==> src/hdl/ltshd_pkg.sv <==
// Package for the low-temperature hours/date stamp registers.
// Assumes an 8-bit host register port with byte addresses.
package ltshd_pkg;
    localparam logic [7:0] LTSHD_HOURS_ADDR  = 8'h1b;
    localparam logic [7:0] LTSHD_DATE_ADDR   = 8'h1c;
    localparam int         LTSHD_HOURS_MSB   = 5;
    localparam int         LTSHD_DATE_MSB    = 5;
    localparam logic [7:0] LTSHD_HOURS_RESET = 8'h00;
    localparam logic [7:0] LTSHD_DATE_RESET  = 8'h00;
    localparam logic [7:0] LTSHD_HOURS_MAX   = 8'h23;
    localparam logic [7:0] LTSHD_DATE_MIN    = 8'h01;
    localparam logic [7:0] LTSHD_DATE_MAX    = 8'h31;
    typedef enum logic [0:0] {
        LTSHD_KEEP_FIRST = 1'b0,
        LTSHD_KEEP_LAST  = 1'b1
    } ltshd_mode_t;
endpackage

==> src/hdl/ltshd_bcd_field.sv <==
// One BCD stamp field: range check and masking of unused upper bits.
// Assumes the live value arrives on the same clock.
`timescale 1ns/1ns
module ltshd_bcd_field #(
    parameter int         MSB = 5,
    parameter logic [7:0] MIN = 8'h00,
    parameter logic [7:0] MAX = 8'h23
) (
    input  wire logic [7:0] value_i,
    output logic      [7:0] masked_o,
    output logic            valid_o
);
    // Refuse field widths narrower than one BCD digit or wider than one byte
    if (MSB < 3 || MSB > 7) begin : g_bad_msb
        $error("ltshd_bcd_field: MSB out of range");
    end

    always_comb begin
        masked_o = value_i & ((8'h01 << (MSB + 1)) - 8'h01);
        valid_o  = (masked_o[3:0] <= 4'h9) && (masked_o >= MIN)
                   && (masked_o <= MAX) && (masked_o == value_i);
    end
endmodule

==> src/hdl/ltshd_stamp.sv <==
// Low-temperature time stamp of hours and date, read-only to the host.
// Assumes capture, enable, select, clear and live calendar share clock_i.
`timescale 1ns/1ns

module ltshd_stamp (
    input  wire logic       clock_i,
    input  wire logic       rst_i,
    input  wire logic       capture_i,
    input  wire logic       low_stamp_enable_i,
    input  wire logic       first_last_select_i,
    input  wire logic       stamp_clear_i,
    input  wire logic [7:0] live_hours_i,
    input  wire logic [7:0] live_date_i,
    input  wire logic [7:0] reg_addr_i,
    input  wire logic       reg_rd_i,
    input  wire logic       reg_wr_i,
    input  wire logic [7:0] reg_wdata_i,
    output logic      [7:0] reg_rdata_o,
    output logic      [7:0] low_temp_stamp_hours_o,
    output logic      [7:0] low_temp_stamp_date_o
);
    ////////////////////////////////////////////////////////////////////////
    logic [7:0] hours_r;
    logic [7:0] date_r;
    logic       held_r;
    logic [7:0] rdata_r;
    logic [7:0] hours_m;
    logic [7:0] date_m;
    logic       hours_ok;
    logic       date_ok;
    logic       take;
    logic       unused_wr;

    ltshd_bcd_field #(
        .MSB (ltshd_pkg::LTSHD_HOURS_MSB),
        .MIN (ltshd_pkg::LTSHD_HOURS_RESET),
        .MAX (ltshd_pkg::LTSHD_HOURS_MAX)
    ) u_hours (
        .value_i  (live_hours_i),
        .masked_o (hours_m),
        .valid_o  (hours_ok)
    );

    ltshd_bcd_field #(
        .MSB (ltshd_pkg::LTSHD_DATE_MSB),
        .MIN (ltshd_pkg::LTSHD_DATE_MIN),
        .MAX (ltshd_pkg::LTSHD_DATE_MAX)
    ) u_date (
        .value_i  (live_date_i),
        .masked_o (date_m),
        .valid_o  (date_ok)
    );

    ////////////////////////////////////////////////////////////////////////
    // Invalid live values are dropped whole so fields never disagree
    always_comb begin
        take = capture_i && low_stamp_enable_i && hours_ok && date_ok
               && (first_last_select_i == ltshd_pkg::LTSHD_KEEP_LAST
                   || !held_r);
    end

    // Host write port has no target here; kept only for the address map
    assign unused_wr = reg_wr_i & (|reg_wdata_i);

    // Clear wins over a same-cycle capture: software asked for empty
    always_ff @(posedge clock_i or posedge rst_i) begin
        if (rst_i) begin
            hours_r <= ltshd_pkg::LTSHD_HOURS_RESET;
            date_r  <= ltshd_pkg::LTSHD_DATE_RESET;
            held_r  <= 1'b0;
        end else if (stamp_clear_i) begin
            hours_r <= ltshd_pkg::LTSHD_HOURS_RESET;
            date_r  <= ltshd_pkg::LTSHD_DATE_RESET;
            held_r  <= 1'b0;
        end else if (take) begin
            hours_r <= hours_m;
            date_r  <= date_m;
            held_r  <= 1'b1;
        end
    end

    ////////////////////////////////////////////////////////////////////////
    always_ff @(posedge clock_i or posedge rst_i) begin
        if (rst_i) begin
            rdata_r <= 8'h00;
        end else if (reg_rd_i) begin
            unique case (reg_addr_i)
                ltshd_pkg::LTSHD_HOURS_ADDR: begin
                    rdata_r <= {2'b00, hours_r[5:0]};
                end
                ltshd_pkg::LTSHD_DATE_ADDR: begin
                    rdata_r <= {2'b00, date_r[5:0]};
                end
                default: begin
                    rdata_r <= 8'h00;
                end
            endcase
        end
    end

    assign reg_rdata_o            = rdata_r;
    assign low_temp_stamp_hours_o = hours_r;
    assign low_temp_stamp_date_o  = date_r;
endmodule

==> config.mk <==
export PLATFORM = sky130hd
export DESIGN_NAME = ltshd_stamp
export DESIGN_NICKNAME = d
export VERILOG_FILES = /design/src/hdl/ltshd_pkg.sv /design/src/hdl/ltshd_bcd_field.sv /design/src/hdl/ltshd_stamp.sv
export SDC_FILE = /design/constraint.sdc
export NUM_CORES = 1
export LEC_CHECK = 0
export ABC_CLOCK_PERIOD_IN_PS = 1340
export BUFFER_PORTS_ARGS = -buffer_cell sky130_fd_sc_hd__buf_4
export CORE_ASPECT_RATIO = 0.75
export CORE_MARGIN = 3
export CORE_UTILIZATION = 38
export CTS_CLUSTER_DIAMETER = 200
export DETAILED_ROUTE_END_ITERATION = 10
export PLACE_DENSITY = 0.77
export SETUP_SLACK_MARGIN = 0.15
export SLEW_MARGIN = 20
export SYNTH_ARGS = -nofsm -noshare
export SYNTH_HDL_FRONTEND = slang
export SYNTH_SLANG_ARGS = --single-unit
export TNS_END_PERCENT = 10
==> constraint.sdc <==
create_clock -name clock_i -period 1.34 [get_ports clock_i]
set_input_delay 0.067 -clock clock_i [delete_from_list [all_inputs] [get_ports clock_i]]
set_output_delay 0.067 -clock clock_i [all_outputs]
set_load 0.05 [all_outputs]
==> results.sh <==
export IMPL_status="finished clean"
export IMPL_min_path_type="input pin to flop"
export IMPL_rr_worst_depth=5
export IMPL_rr_endpoint="low_temp_stamp_hours_o[1]"
export IMPL_grt_usage=0.149
export IMPL_postRouteAntennaNets=0
export IMPL_design_area_mm2=0.00159
export IMPL_areaGrowthSynthToFinish_pct=47.9
export IMPL_chipHeight_um=52.1
export IMPL_initial_core_util=0.404
export IMPL_grt_max_degree=26
export IMPL_yosys_warnings=0
export IMPL_synth_area_mm2=0.00108
export IMPL_overflow=0
export IMPL_rows=16
export IMPL_slew_viol_final=0
export IMPL_synth_flop_cell="dfrtp_1"
export IMPL_max_vdd_ir_drop_v=0.000592
export IMPL_path_clk_slew_ps=80
export IMPL_io_pins=64
export IMPL_tns_ps=0
export IMPL_synth_top_area_share=0.442
export IMPL_cts_buffer_depth=2
export IMPL_rsz0062_at_grt="yes"
export IMPL_synth_seq_cells=19
export IMPL_firstDrtPassIters=4
export IMPL_synth_top_cells_by_area="dfrtp_1 44%, nand2b_1 15%, mux2i_1 11%"
export IMPL_num_vias=960
export IMPL_grt_pass1_wl_um=3860
export IMPL_port_buffers=48
export IMPL_syn_area_per_cell_um2=10.5
export IMPL_dp_hpwl_um=2080
export IMPL_worstHoldStart="reg_rd_i"
export IMPL_worst_hold_slack_ps=61.0
export IMPL_r2r_start="held_r"
export IMPL_diodes=0
export IMPL_p_switching_uw=363
export IMPL_p_comb_frac=0.220
export IMPL_setup_worst_path_start_class="flop"
export IMPL_hold_end="reg_rdata_o[1]"
export IMPL_fin_skew_ps=6.40
export IMPL_p_per_area_mw_per_mm2=803
export IMPL_viasPerCell=4.85
export IMPL_chipWidth_um=67.4
export IMPL_avgRoutedWirePerCell_um=13.0
export IMPL_end_kind="flop"
export IMPL_placed_cell_area_mm2=0.00153
export IMPL_leakage_nw=0.744
export IMPL_cts_sinks=19
export IMPL_timing_fmax_ghz=0.755
export IMPL_die_area_mm2=0.00351
export IMPL_fin_crit_sh=0.989
export IMPL_antenna_found_initial=0
export IMPL_hold_viol_final=0
export IMPL_wirelength_um=2580
export IMPL_setup_viol=0
export IMPL_ys_types=25
export IMPL_grt_pass1_vias=889
export IMPL_htree_levels=1
export IMPL_startpoint="held_r"
export IMPL_drcViolationCount=0
export IMPL_nNetsFinal=203
export IMPL_internal_power_uw=915
export IMPL_period_minus_slack_ps=1330
export IMPL_cts_buffers_inserted=3
export IMPL_cap_violations=0
export IMPL_power_frac_seq=0.464
export IMPL_arrival_ps=1510
export IMPL_path_max_fanout=12
export IMPL_cts_root_buf="clkbuf_8"
export IMPL_ys_seq_area_frac=0.442
export IMPL_clkPwrFrac=0.316
export IMPL_critPathRequiredTime_ps=1520
export IMPL_synth_edf_count=0
export IMPL_place_congestion=0.742
export IMPL_drive_gt1_frac=0.426
export IMPL_min_path_cells=2
export IMPL_swShare=0.284
export IMPL_drt_initial_drc_count=24
export IMPL_synth_top_cell_by_area="dfrtp_1"
export IMPL_setup_worst_path_class="flop to flop"
export IMPL_core_mm2=0.00266
export IMPL_synth_common_cells="25 x nand2b_1, 19 x dfrtp_1, 12 x mux2i_1"
export IMPL_num_fill_cells=228
export IMPL_synth_most_common_cell="nand2b_1"
export IMPL_ys_async_sr_fraction=1.00
export IMPL_clock_latency_ps=260
export IMPL_reg2reg_slack_ps=10
export IMPL_cts_tree="yes"
export IMPL_synthCells=102
export IMPL_cts_resized_gates=0
==> layout by cell type (no fill, tap or decap), drive strengths merged <==
master	count
or3	1
conb	6
o31a	1
nor2	6
nand2	1
o41ai	1
nor4b	1
o311ai	1
buf	60
o21ai	2
a21oi	6
dfrtp	19
nor4	3
a22oi	6
nand2b	25
clkinv	1
mux2i	12
o21ba	1
nand4b	1
or3b	1
inv	1
dlygate4sd3	1
clkbuf	3
nand3b	2
==> logic make-up (layout without fill, tap and decap cells) <==
logic type / after synthesis / after routing / synth area share
other: 1 / 6 / 0.00349
buffers and inverters: 11 / 66 / 0.0663
muxes: 12 / 12 / 0.112
DFF: 19 / 19 / 0.442
AOI/OAI and AO/OA: 18 / 18 / 0.120
and+or+nand+nor: 41 / 41 / 0.257
==> power by group through the flow <==
stage,Sequential (mW),Combinational (mW),Clock (mW)
after floorplan,0.650,0.117,0
after global placement,0.604,0.275,0
after detailed placement,0.604,0.281,0
after CTS,0.593,0.284,0.415
after global routing,0.595,0.300,0.441
final,0.593,0.282,0.403
==> sequential cells by signal (all words and copies together) (netlist names) <==
| register | cells |
|---|---|
| held_r | 1 |
| low_temp_stamp_hours_o | 6 |
| reg_rdata_o | 6 |
| low_temp_stamp_date_o | 6 |
==> final cells by class <==
type / count / area [um^2] / area share
timing repair buffer: 61 / 473 / 0.297
clock inverter: 1 / 5.00 / 0.00314
tap: 36 / 45.0 / 0.0283
sequential: 19 / 475 / 0.299
inverter: 1 / 3.75 / 0.00236
clock buffer: 3 / 41.3 / 0.0259
multi-input combinational: 77 / 548 / 0.344
==> metrics by stage <==
stage / instances / setup slack (ps) / total power [mW] / utilization
6_report: 198 / 14.8 / 1.28 / 0.598
5_1_grt: 198 / -121 / 1.34 / 0.598
4_1_cts: 198 / -0.656 / 1.29 / 0.598
3_5_place_dp: 192 / -176 / 0.885 / 0.574
3_3_place_gp: 192 / -72.9 / 0.879 / 0.574
2_1_floorplan: 107 / -69.0 / 0.767 / -
==> worst max-delay path, cell delays in order (launching register included) <==
cell and delay, ps:
dfrtp_1 380, nand2b_1 70, nand4b_1 150, nor4_4 260, buf_12 200, mux2i_1 200
==> worst max-delay path by stage <==
stage	end	cells past startpoint
final	low_temp_stamp_hours_o[1]	5
after global routing	low_temp_stamp_date_o[2]	5
after CTS	low_temp_stamp_hours_o[1]	5
after detailed placement	low_temp_stamp_hours_o[1]	6
after global placement	low_temp_stamp_date_o[4]	7
after floorplan	low_temp_stamp_date_o[0]	5
==> what timing repair did <==
action                                 in CTS  in global routing
cloned                                      0                  0
setup buffers                               1                  0
endpoints found under the hold margin      19                  0
setup endpoints to repair                  13                 13
hold buffers                                1                  0
pin swaps                                   2                  0
==> layer usage <==
layer	part of all wire	up-vias	wire length, um	GRT usage
li1	-	467	-	-
met1	0.43	457	1120	0.172
met2	0.49	34	1280	0.266
met3	0.067	2	172	0.0454
met4	0.0058	0	15	0.0404
met5	0	-	0	0
(Power assumes the default switching activity.)
